### src/hdl/sdw_pkg.sv
// Constants for the serial converter write interface
package sdw_pkg;
  localparam int WORD_BITS = 16;
  localparam int CODE_BITS = 8;
  localparam int MODE_BITS = 2;
  localparam int CNT_W = 5;
  // Field positions inside the received word
  localparam int CODE_LSB = 4;
  localparam int MODE_LSB = 12;
  // Reset values and mode encoding
  localparam logic [CODE_BITS-1:0] CODE_RST = 8'h00;
  localparam logic [MODE_BITS-1:0] MODE_RST = 2'h0;
  localparam logic [MODE_BITS-1:0] MODE_NORMAL = 2'h0;
  localparam logic [CNT_W-1:0] CNT_ZERO = 5'h00;
  localparam logic [CNT_W-1:0] CNT_ONE = 5'h01;
  localparam logic [CNT_W-1:0] CNT_LAST = 5'h0f;
  // Synchroniser depth
  localparam int SYNC_STAGES = 2;
endpackage

### src/hdl/sdw_link_if.sv
// Synchronised link signals passed between the converter modules
`timescale 1ns/1ps
interface sdw_link_if;
  logic frame_n;
  logic sclk;
  logic sdata;
  modport src (output frame_n, output sclk, output sdata);
  modport dst (input frame_n, input sclk, input sdata);
endinterface

### src/hdl/sdw_sync.sv
// Two-stage synchroniser for the three link pins
`timescale 1ns/1ps
module sdw_sync (
  input wire logic core_clk_i,
  input wire logic rst_i,
  input wire logic frame_sync_n_i,
  input wire logic shift_clk_i,
  input wire logic serial_data_i,
  sdw_link_if.src link
);
  logic [2:0] meta_r;
  logic [2:0] sync_r;

  // First stage feeds only the second stage; idle frame and clock are high
  always_ff @(posedge core_clk_i or posedge rst_i) begin
    if (rst_i) begin
      meta_r <= 3'h6;
      sync_r <= 3'h6;
    end else begin
      meta_r <= {frame_sync_n_i, shift_clk_i, serial_data_i};
      sync_r <= meta_r;
    end
  end

  assign link.frame_n = sync_r[2];
  assign link.sclk = sync_r[1];
  assign link.sdata = sync_r[0];
endmodule // sdw_sync

### src/hdl/sdw_top.sv
// Serial write interface of an 8-bit voltage-output converter
// Notes on behaviour
// - After frame start, shift data into 16-bit register on falling clocks.
// - Host lowers frame sync to start; shifting only while it stays low.
// - Sixteenth falling edge transfers word and updates converter code.
// - Frame sync rising before sixteenth edge discards word, code unchanged.
// - Reset sets code to zero, held until first complete frame.
// - Converter code is 8 bits; output level proportional to it in normal mode, zero in other modes.
`timescale 1ns/1ps
module sdw_top #(
  parameter int WORD_BITS = sdw_pkg::WORD_BITS
) (
  input wire logic core_clk_i,
  input wire logic rst_i,
  input wire logic frame_sync_n_i,
  input wire logic shift_clk_i,
  input wire logic serial_data_i,
  output logic [sdw_pkg::CODE_BITS-1:0] dac_code_o,
  output logic [sdw_pkg::MODE_BITS-1:0] power_mode_o,
  output logic [sdw_pkg::CODE_BITS-1:0] analog_output_o,
  output logic update_o,
  output logic frame_busy_o
);
  ////////////////////////////////////////////////////////////////////////////
  // Elaboration checks: the word, its fields and the bit counter must agree
  localparam int CODE_END = sdw_pkg::CODE_LSB + sdw_pkg::CODE_BITS;
  localparam int MODE_END = sdw_pkg::MODE_LSB + sdw_pkg::MODE_BITS;
  if (WORD_BITS != sdw_pkg::WORD_BITS) begin : g_bad_word
    $error("sdw_top: WORD_BITS must equal 16");
  end
  // Both fields must lie inside the word and must not overlap
  if (CODE_END > WORD_BITS || MODE_END > WORD_BITS) begin : g_bad_field
    $error("sdw_top: a field runs past the end of the word");
  end
  if (CODE_END > sdw_pkg::MODE_LSB) begin : g_overlap
    $error("sdw_top: code and mode fields overlap");
  end
  // The counter must reach the last bit and one beyond it
  if ((1 << sdw_pkg::CNT_W) <= WORD_BITS) begin : g_bad_count
    $error("sdw_top: bit counter too narrow for the word");
  end
  if (int'(sdw_pkg::CNT_LAST) != WORD_BITS - 1) begin : g_bad_last
    $error("sdw_top: last bit index does not match the word");
  end
  // The synchroniser module is built with a fixed depth of two
  if (sdw_pkg::SYNC_STAGES != 2) begin : g_bad_sync
    $error("sdw_top: synchroniser depth must be two");
  end

  ////////////////////////////////////////////////////////////////////////////
  // Frame states: waiting for sync, taking bits, word done and frame open
  typedef enum logic [1:0] {
    ST_IDLE,
    ST_SHIFT,
    ST_DONE
  } sdw_state_t;

  sdw_link_if link ();
  // Registers of the frame path
  sdw_state_t state_r;
  logic sclk_d_r;
  logic frame_d_r;
  logic [WORD_BITS-1:0] shift_r;
  logic [sdw_pkg::CNT_W-1:0] count_r;
  logic [sdw_pkg::CODE_BITS-1:0] code_r;
  logic [sdw_pkg::MODE_BITS-1:0] mode_r;
  logic [sdw_pkg::CODE_BITS-1:0] level_r;
  logic update_r;
  logic busy_r;
  // Decoded events of the synchronised pins
  logic sclk_fall;
  logic frame_fall;
  logic frame_rise;
  logic [WORD_BITS-1:0] word_nxt;
  logic take_bit;
  logic last_bit;

  ////////////////////////////////////////////////////////////////////////////
  // Pin synchronisers
  sdw_sync u_sdw_sync (
    .core_clk_i(core_clk_i),
    .rst_i(rst_i),
    .frame_sync_n_i(frame_sync_n_i),
    .shift_clk_i(shift_clk_i),
    .serial_data_i(serial_data_i),
    .link(link.src)
  );

  ////////////////////////////////////////////////////////////////////////////
  // Edge history of the synchronised pins
  always_ff @(posedge core_clk_i or posedge rst_i) begin
    if (rst_i) begin
      // Idle levels: clock parked high, frame closed, so no false edge
      sclk_d_r <= 1'b1;
      frame_d_r <= 1'b1;
    end else begin
      sclk_d_r <= link.sclk;
      frame_d_r <= link.frame_n;
    end
  end

  // Edge detection on synchronised copies only
  assign sclk_fall = sclk_d_r & ~link.sclk;
  assign frame_fall = frame_d_r & ~link.frame_n;
  assign frame_rise = ~frame_d_r & link.frame_n;
  // Most significant bit arrives first, so shift toward the top
  assign word_nxt = {shift_r[WORD_BITS-2:0], link.sdata};
  // A bit is taken on a falling shift clock while the frame stays open;
  // a sync rise in the same cycle wins, so a late edge cannot complete it
  assign take_bit = (state_r == ST_SHIFT) && !frame_rise && sclk_fall;
  // The sixteenth taken bit completes the word
  assign last_bit = take_bit && (count_r == sdw_pkg::CNT_LAST);

  ////////////////////////////////////////////////////////////////////////////
  // Frame sequencer
  always_ff @(posedge core_clk_i or posedge rst_i) begin
    if (rst_i) begin
      state_r <= ST_IDLE;
    end else begin
      case (state_r)
        ST_IDLE: begin
          // Only a fresh fall of sync opens a frame
          if (frame_fall) begin
            state_r <= ST_SHIFT;
          end
        end
        ST_SHIFT: begin
          // Sync rising before the last bit ends the frame unloaded
          if (frame_rise) begin
            state_r <= ST_IDLE;
          end else if (sclk_fall && count_r == sdw_pkg::CNT_LAST) begin
            state_r <= ST_DONE;
          end
        end
        ST_DONE: begin
          // Extra clocks are ignored until the frame closes
          if (link.frame_n) begin
            state_r <= ST_IDLE;
          end
        end
        default: begin
          state_r <= ST_IDLE;
        end
      endcase
    end
  end

  ////////////////////////////////////////////////////////////////////////////
  // Shift register and bit counter
  always_ff @(posedge core_clk_i or posedge rst_i) begin
    if (rst_i) begin
      shift_r <= '0;
      count_r <= sdw_pkg::CNT_ZERO;
    end else if (state_r == ST_IDLE) begin
      // Partial words are dropped here
      shift_r <= '0;
      count_r <= sdw_pkg::CNT_ZERO;
    end else if (take_bit) begin
      // Bits enter at the bottom and move toward the top
      shift_r <= word_nxt;
      // Reaches sixteen after the last bit and stays until the frame closes
      count_r <= count_r + sdw_pkg::CNT_ONE;
    end
  end

  ////////////////////////////////////////////////////////////////////////////
  // Converter code, loaded only when a complete word has arrived
  always_ff @(posedge core_clk_i or posedge rst_i) begin
    if (rst_i) begin
      code_r <= sdw_pkg::CODE_RST;
    end else if (last_bit) begin
      code_r <= word_nxt[sdw_pkg::CODE_LSB +: sdw_pkg::CODE_BITS];
    end
  end

  // Power mode field of the same word; a short frame leaves it alone
  always_ff @(posedge core_clk_i or posedge rst_i) begin
    if (rst_i) begin
      mode_r <= sdw_pkg::MODE_RST;
    end else if (last_bit) begin
      mode_r <= word_nxt[sdw_pkg::MODE_LSB +: sdw_pkg::MODE_BITS];
    end
  end

  // One-cycle pulse in the cycle the new code and mode appear
  always_ff @(posedge core_clk_i or posedge rst_i) begin
    if (rst_i) begin
      update_r <= 1'b0;
    end else begin
      update_r <= last_bit;
    end
  end

  ////////////////////////////////////////////////////////////////////////////
  // Output level follows code in normal mode, zero when powered down
  always_ff @(posedge core_clk_i or posedge rst_i) begin
    if (rst_i) begin
      level_r <= sdw_pkg::CODE_RST;
    end else if (mode_r == sdw_pkg::MODE_NORMAL) begin
      // Normal mode: the level follows the code; other modes hold zero
      level_r <= code_r;
    end else begin
      level_r <= sdw_pkg::CODE_RST;
    end
  end

  // Busy flag for observation of a frame still taking bits
  always_ff @(posedge core_clk_i or posedge rst_i) begin
    if (rst_i) begin
      busy_r <= 1'b0;
    end else begin
      busy_r <= (state_r == ST_SHIFT);
    end
  end

  ////////////////////////////////////////////////////////////////////////////
  // Every output is taken straight from its register
  assign dac_code_o = code_r;
  assign power_mode_o = mode_r;
  assign analog_output_o = level_r;
  assign update_o = update_r;
  assign frame_busy_o = busy_r;
endmodule // sdw_top

### config.mk
export PLATFORM = sky130hd
export DESIGN_NAME = sdw_top
export DESIGN_NICKNAME = d
export VERILOG_FILES = /design/src/hdl/sdw_pkg.sv /design/src/hdl/sdw_link_if.sv /design/src/hdl/sdw_sync.sv /design/src/hdl/sdw_top.sv
export SDC_FILE = /design/constraint.sdc
export NUM_CORES = 1
export LEC_CHECK = 0
export ABC_AREA = 1
export BUFFER_PORTS_ARGS = -buffer_cell sky130_fd_sc_hd__buf_2
export CAP_MARGIN = 0
export CORE_MARGIN = 2
export CORE_UTILIZATION = 43
export CTS_CLUSTER_DIAMETER = 40
export DETAILED_ROUTE_END_ITERATION = 10
export PLACE_DENSITY = 0.69
export SYNTH_ARGS = -nofsm -noshare
export SYNTH_HDL_FRONTEND = slang
export SYNTH_HIERARCHICAL = 1
export SYNTH_SLANG_ARGS = --single-unit
### constraint.sdc
create_clock -name core_clk_i -period 1.9 [get_ports core_clk_i]
set_clock_uncertainty 0.05 [all_clocks]
set_input_delay 0.19 -clock core_clk_i [delete_from_list [all_inputs] [get_ports core_clk_i]]
set_output_delay 0.19 -clock core_clk_i [all_outputs]
set_load 0.02 [all_outputs]
==> impl_metrics.tcl, run 1 <==
set metrics [dict create \
    powerDensity_nw_per_um2 886.3 \
    p_comb_share_pct 7.2 \
    synth_nets 188 \
    end_of_flow_core_utilization_pct 51.85 \
    crit_path_end_kind "flip-flop" \
    min_path_type "input port to async pin" \
    core_um2 4324 \
    setup-violations-final 0 \
    worstSetupStartpointType "flip-flop" \
    final_slew_viol_count 0 \
    yosys.area.top_type_share_pct 54.72 \
    die-height_um 70.83 \
    layout.nets 219 \
    fillerInstances 392 \
    synth_unique_cells 22 \
    rsz0062_at_grt "no" \
    timing.max_cap.violations 0 \
    gp_congestion 0.7210 \
    die-area_um2 5017 \
    critPathRequiredTime_ns 2.04 \
    dp_hpwl_mm 1.892 \
    cts_max_path_buffers 2 \
    wire_per_inst_um 10.82 \
    initial_drt_markers 83 \
    floorplan.io_pins 25 \
    power.clock.fraction_pct 38.5 \
    cts.clk_slew.worst_paths_ns 0.08 \
    regToRegStartpoint "count_r[1]" \
    worst-endpoint-arrival_ns 1.84 \
    drive_above_1_share_pct 31.92 \
    share_seq_of_total_power_pct 54.3 \
    finalHoldWorstSlack_ns 0.2965 \
    htreeDepth 2 \
    vias_in_the_first_global_route 1233 \
    power_report.internal_total_mw 1.524 \
    syn2layout_area_growth_pct 16.74 \
    net_switching_power_mw 0.4629 \
    residual_drc_count 0 \
    fmax_mhz 589.5 \
    std_cell_rows 24 \
    swShare_pct 23.29 \
    synth_top_area_cell "sky130_fd_sc_hd__dfrtp_1" \
    layout_commonest_cell "sky130_fd_sc_hd__dfrtp_1" \
    path_class "flip-flop to flip-flop" \
    floorplan.die.width_um 70.83 \
    critical_path.max_fanout 21 \
    r2r_setup_slack_ns 0.20 \
    final-hold-violation-count 0 \
    antennaDiodeCount 0 \
    cts-buffers-inserted 5 \
    final_wl_mm 2.866 \
    tns_ns 0 \
    yosysWarnings 6 \
    layout_common_cells "sky130_fd_sc_hd__dfrtp_1 (42), sky130_fd_sc_hd__inv_1 (29), sky130_fd_sc_hd__buf_2 (24), sky130_fd_sc_hd__nand2_1 (23), sky130_fd_sc_hd__nand3_1 (19)" \
    regToRegEndpoint "dac_code_o[3]" \
    clock-sinks 48 \
    status "finished clean" \
    grt_antenna_before_repair 0 \
    groute.usage.overall_pct 13.35 \
    worst-r2r-cell-count 10 \
    power.static_leakage_nw 1.114 \
    synth_cells 181 \
    overflow 0 \
    drt_pre_antenna_iters 5 \
    tightestPinTransition_ns 0.5211 \
    ir_drop_v 0.0004517 \
    cts_tree "done" \
    relSlewSlack_pct 65.26 \
    avgSynthCellArea_um2 10.61 \
    post-layout-total-power_mw 1.987 \
    final_antenna_net_count 0 \
    fin_crit_ns 1.696 \
    mappedNetlistArea_um2 1921 \
    initial_core_util_pct 44.42 \
    grt_start_max_net_pins 43 \
    synth_area_leaders "sky130_fd_sc_hd__dfrtp_1 (55%), sky130_fd_sc_hd__dfstp_2 (8.2%), sky130_fd_sc_hd__o21ai_2 (6.8%)" \
    place.port_buffers 24 \
    yosysSeqAreaShare_pct 62.93 \
    num_vias 1231 \
    cts_root_buffer "sky130_fd_sc_hd__clkbuf_8" \
    detail_route.vias_per_cell 4.645 \
    min_period_over_period_pct 89.28 \
    grt_pass1_wl_mm 5.306 \
    clk-insertion-delay-late_ns 0.29 \
    ys_ff_latch 48 \
]
## cell usage after synthesis
library cell / n
sky130_fd_sc_hd__buf_2: 1
sky130_fd_sc_hd__buf_6: 5
sky130_fd_sc_hd__clkbuf_1: 1
sky130_fd_sc_hd__dfrtp_1: 42
sky130_fd_sc_hd__dfstp_2: 6
sky130_fd_sc_hd__ha_1: 2
sky130_fd_sc_hd__inv_1: 29
sky130_fd_sc_hd__inv_2: 3
sky130_fd_sc_hd__nand2_1: 23
sky130_fd_sc_hd__nand2_2: 3
sky130_fd_sc_hd__nand3_1: 19
sky130_fd_sc_hd__nand3_2: 2
sky130_fd_sc_hd__nand4_1: 2
sky130_fd_sc_hd__nor2_1: 13
sky130_fd_sc_hd__nor2_2: 1
sky130_fd_sc_hd__nor2_4: 1
sky130_fd_sc_hd__nor3_1: 1
sky130_fd_sc_hd__nor3b_1: 1
sky130_fd_sc_hd__o21ai_0: 9
sky130_fd_sc_hd__o21ai_2: 15
sky130_fd_sc_hd__o31ai_1: 1
sky130_fd_sc_hd__or2_2: 1
## repair_timing
item                                   CTS  global route
gates resized for setup                  0             1
endpoints found under the hold margin   19             0
hold buffers                             4             0
setup endpoints to repair                0            11
buffers inserted                         0             0
## power groups by stage
| stage | Clock, mW | Combinational, mW | Sequential [mW] |
|---|---|---|---|
| finish | 0.764 | 0.144 | 1.08 |
| detailed placement | 0 | 0.140 | 1.10 |
| CTS | 0.784 | 0.148 | 1.08 |
| global placement | 0 | 0.139 | 1.10 |
| global route | 0.820 | 0.166 | 1.08 |
| floorplan | 0 | 0.110 | 1.10 |
## critical path, stage by stage (launching register included)
cell and delay (ns):
sky130_fd_sc_hd__dfrtp_1 0.43, sky130_fd_sc_hd__ha_1 0.19, sky130_fd_sc_hd__nand2_1 0.06, sky130_fd_sc_hd__nor2_1 0.10
sky130_fd_sc_hd__ha_1 0.15, sky130_fd_sc_hd__inv_1 0.04, sky130_fd_sc_hd__nor3_2 0.19, sky130_fd_sc_hd__nand2_2 0.09
sky130_fd_sc_hd__buf_12 0.16, sky130_fd_sc_hd__nand2_1 0.08, sky130_fd_sc_hd__o21ai_2 0.05
## cell families after synthesis
logic type | after synthesis | share of synthesized area, %
and+or+nand+nor | 67 | 16.55
DFF | 48 | 62.93
buffers and inverters | 39 | 9.641
AOI/OAI and AO/OA | 25 | 9.577
adders and majority gates | 2 | 1.303
## registers in the layout, indices dropped and copies added (netlist names), 2 cells and up
name and cells:
analog_output_o 8, count_r 5, dac_code_o 8, power_mode_o 2, shift_r 13, state_r 2, u_sdw_sync/meta_r 3, u_sdw_sync/sync_r 3
## through the flow
stage	setup slack, ns	std cells	instance area (um2)
6_report	0.2038	265	2242
5_1_grt	0.01493	265	2242
4_1_cts	0.1158	265	2237
3_5_place_dp	0.1424	253	2076
3_3_place_gp	0.2051	253	2076
2_1_floorplan	0.2923	181	1921
## how the worst max path moves through the flow
stage	startpoint	end	cells past startpoint
after floorplan	count_r[0]	dac_code_o[1]	10
after global placement	count_r[1]	dac_code_o[2]	10
after detailed placement	count_r[1]	dac_code_o[3]	10
after CTS	count_r[1]	dac_code_o[3]	10
after global routing	count_r[1]	power_mode_o[1]	11
final	count_r[1]	dac_code_o[3]	10
## final cells by class
cell class | count | area, um2 | share of cell area, %
Multi-Input combinational cell | 94 | 531.8 | 23.72
Timing Repair Buffer | 31 | 195.2 | 8.705
Tap cell | 52 | 65.06 | 2.902
Clock inverter | 2 | 38.79 | 1.730
Inverter | 32 | 120.1 | 5.357
Clock buffer | 6 | 82.58 | 3.683
Sequential cell | 48 | 1209 | 53.91
## layer usage
| layer | global-route usage (%) | vias to the layer above | part of all wire, % |
|---|---|---|---|
| li1 | - | 624 | - |
| met5 | 0 | - | 0 |
| met3 | 3.846 | 5 | 5.8 |
| met2 | 21.91 | 30 | 45 |
| met1 | 16.56 | 572 | 47 |
| met4 | 5.660 | 0 | 1.3 |
No activity file was read; power rests on OpenSTA's default activity.
==> inputs of run 2 (changes only) <==
Settings changed: SYNTH_HIERARCHICAL 1 to unset.
Clock period 1.9 ns to 1.7 ns, I/O delays scaled along.
==> run 2 against run 1 <==
  * Largest power group unchanged
  * Register-to-register slack lost 0.22 ns
  * Combinational power rose by 55%
  * First-iteration DRC count grew 4.8%
  * The flow now finishes with violations (setup timing)
  * Via count up 7.0%
  * Wire length grew 6.6%
  * Clock power up 29%
  * Total power rose by 21%
==> impl_metrics.tcl, run 2 <==
set metrics [dict create \
    place_worst_setup_slack_ns -0.02700 \
    final_antenna_net_count 0 \
    mappedNetlistArea_um2 1864 \
    core_um2 4086 \
    violations_in_the_final_reports "setup timing" \
    num_vias 1317 \
    floorplan.die.width_um 69.85 \
    regMostFlops "shift_r" \
    drt_pre_antenna_iters 4 \
    vias_in_the_first_global_route 1201 \
    tightestPinTransition_ns 0.4186 \
    initial_core_util_pct 45.62 \
    final_wl_mm 3.055 \
    power.static_leakage_nw 1.205 \
    residual_drc_count 0 \
    fin_crit_ns 1.715 \
    layout_common_cells "sky130_fd_sc_hd__nand2_1 (45), sky130_fd_sc_hd__dfrtp_1 (42), sky130_fd_sc_hd__buf_2 (24), sky130_fd_sc_hd__nand3_1 (18), sky130_fd_sc_hd__inv_1 (17)" \
    critPathBufInv 3 \
    htreeDepth 2 \
    detail_route.vias_per_cell 4.654 \
    min_period_over_period_pct 100.9 \
    grt_antenna_before_repair 0 \
    layout.nets 239 \
    avgSynthCellArea_um2 9.812 \
    synth_cells 190 \
    antennaDiodeCount 0 \
    dr.max_layer_used "met4" \
    fillerInstances 339 \
    cts_root_buffer "sky130_fd_sc_hd__clkbuf_8" \
    synth_flop_cell "sky130_fd_sc_hd__dfrtp_1" \
    yosysWarnings 0 \
    multiInputGateArea_um2 559.3 \
    powerDensity_nw_per_um2 1022 \
    grt_pass1_wl_mm 5.161 \
    setup-violations-final 5 \
    asyncSetResetFlopFracSynth_pct 100.0 \
    gp_congestion 0.8038 \
    synth_top_area_cell "sky130_fd_sc_hd__dfrtp_1" \
    critical_path.most_common_cell "sky130_fd_sc_hd__nand2_2" \
    cts_tree "done" \
    ir_drop_v 0.0006236 \
    groute.usage.overall_pct 13.35 \
    timing.max_cap.violations 0 \
    syn2layout_area_growth_pct 26.38 \
    synth_nets 197 \
    cpLargestDelayFamily "simple AND/OR/NAND/NOR gates" \
    relSlewSlack_pct 72.05 \
    crit_slowest_cell "sky130_fd_sc_hd__dfrtp_1" \
    rsz0062_at_grt "yes" \
    clock-sinks 48 \
    largest_register_ff_count 13 \
    synth_unique_cells 23 \
    synth_area_leaders "sky130_fd_sc_hd__dfrtp_1 (56%), sky130_fd_sc_hd__nand2_1 (10%), sky130_fd_sc_hd__dfstp_2 (8.5%)" \
    ys_ff_latch 48 \
    routed-wl-met3_um 165 \
    die-height_um 69.85 \
    initial_drt_markers 87 \
    yosysSeqAreaShare_pct 64.83 \
    clk-insertion-delay-late_ns 0.31 \
    worstSetupStartpointType "flip-flop" \
    critical-path-max-stage-delay_ns 0.38 \
    critPathRequiredTime_ns 1.89 \
    yosysMostFrequentCell "sky130_fd_sc_hd__nand2_1" \
    overflow 0 \
    path_class "flip-flop to flip-flop" \
    drive_above_1_share_pct 31.33 \
    status "finished with violations" \
    tns_ns -0.03434 \
    worst-endpoint-arrival_ns 1.90 \
    cts.clk_slew.worst_paths_ns 0.09 \
    grt_start_max_net_pins 49 \
    die-area_um2 4878 \
    cts_max_path_buffers 2 \
    ys_top_cells_by_count "sky130_fd_sc_hd__nand2_1 (51), sky130_fd_sc_hd__dfrtp_1 (42), sky130_fd_sc_hd__inv_1 (19)" \
    post_synth_edffs 0 \
    wire_per_inst_um 10.80 \
    final_slew_viol_count 0 \
    fin_ws_ns -0.01485 \
    r2r_setup_slack_ns -0.01 \
    floorplan.io_pins 25 \
    min_path_type "flip-flop to flip-flop" \
    fmax_mhz 583.1 \
    layout_commonest_cell "sky130_fd_sc_hd__nand2_1" \
    std_cell_rows 23 \
    crit_path_end_kind "flip-flop" \
    dp_hpwl_mm 1.919 \
    yosys.area.top_type_share_pct 56.38 \
    final-hold-violation-count 0 \
    place.port_buffers 24 \
    ff_latch_area_um2 1209 \
    wirelength_met1_mm 1.474 \
    critical_path.max_fanout 5 \
    cts-buffers-inserted 5 \
    critical_path.cell_chain "ha_2, nand2_2, nor2_2, ha_2, inv_2, nor3_4, nand2_2, clkinvlp_4, buf_6, nand2_2, nand2_1" \
    wl_met2_mm 1.361 \
]
run 2: cell count changes in the layout (fill, tap and decap cells not counted), moves of 3 or more:
cell / change
sky130_fd_sc_hd__o21ai_2: -13
sky130_fd_sc_hd__o21ai_0: +5
sky130_fd_sc_hd__inv_1: -12
sky130_fd_sc_hd__nand2_2: +4
sky130_fd_sc_hd__nand2_1: +22
sky130_fd_sc_hd__buf_4: +7
sky130_fd_sc_hd__buf_6: +3
run 2: per-layer routing:
metal  track usage, %  vias up
met1            17.25      610
met5                0        -
li1                 -      674
met3            5.233        5
met4            5.128        0
met2            20.21       28
run 2: path summary, 6_finish.rpt:
| kind | start | depth (start not counted) | endpoint |
|---|---|---|---|
| hold / removal | u_sdw_sync.meta_r[0] | 0 | u_sdw_sync.sync_r[0] |
| min in group asynchronous | rst_i | 4 | state_r[0] |
| setup / recovery | count_r[1] | 11 | dac_code_o[6] |
| hold reg to reg | u_sdw_sync.meta_r[0] | 0 | u_sdw_sync.sync_r[0] |
| setup reg to reg | count_r[1] | 11 | dac_code_o[6] |
| max in group asynchronous | rst_i | 4 | u_sdw_sync.meta_r[2] |
run 2: cell type report:
| class | count | share of cell area, % |
|---|---|---|
| clock inverters | 3 | 2.921 |
| clock buffers | 5 | 2.921 |
| flip-flops and latches | 48 | 51.30 |
| inverters | 22 | 3.664 |
| repair buffers | 42 | 12.80 |
| multi-input cells | 113 | 23.74 |
| well taps | 50 | 2.655 |
run 2: cells by family (layout without fill, tap and decap cells):
kind of cell,Yosys count,in the layout,synth area share [%]
AO/OA/AOI/OAI,18,18,5.168
adder cells (fa/ha/maj),2,2,1.342
buffers and inverters,29,72,7.181
flip-flops,48,48,64.83
AND/OR/NAND/NOR,93,93,21.48
run 2: power breakdown:
| part | switching [mW] | internal [mW] | total, mW |
|---|---|---|---|
| sequential | 0.0202 | 1.18 | 1.20 |
| clock | 0.390 | 0.592 | 0.982 |
| combinational | 0.139 | 0.0835 | 0.223 |
run 2: timing repair:
action	in CTS	in global routing
hold endpoints to repair	45	0
endpoints found under the setup margin	8	10
pin swaps	0	7
resized for setup	1	19
hold buffers	4	0
buffers inserted	0	6
run 2: per-stage QoR:
step / util [%] / cells / hold slack [ns] / power, mW / instance area, um2
floorplan: - / 190 / 0.1245 / 1.366 / 1864
global placement: 50.92 / 265 / 0.1783 / 1.420 / 2081
detailed placement: 50.92 / 265 / 0.1810 / 1.424 / 2081
CTS: 55.39 / 277 / 0.3109 / 2.408 / 2263
global route: 57.65 / 283 / 0.3188 / 2.519 / 2356
finish: 57.65 / 283 / 0.3083 / 2.407 / 2356
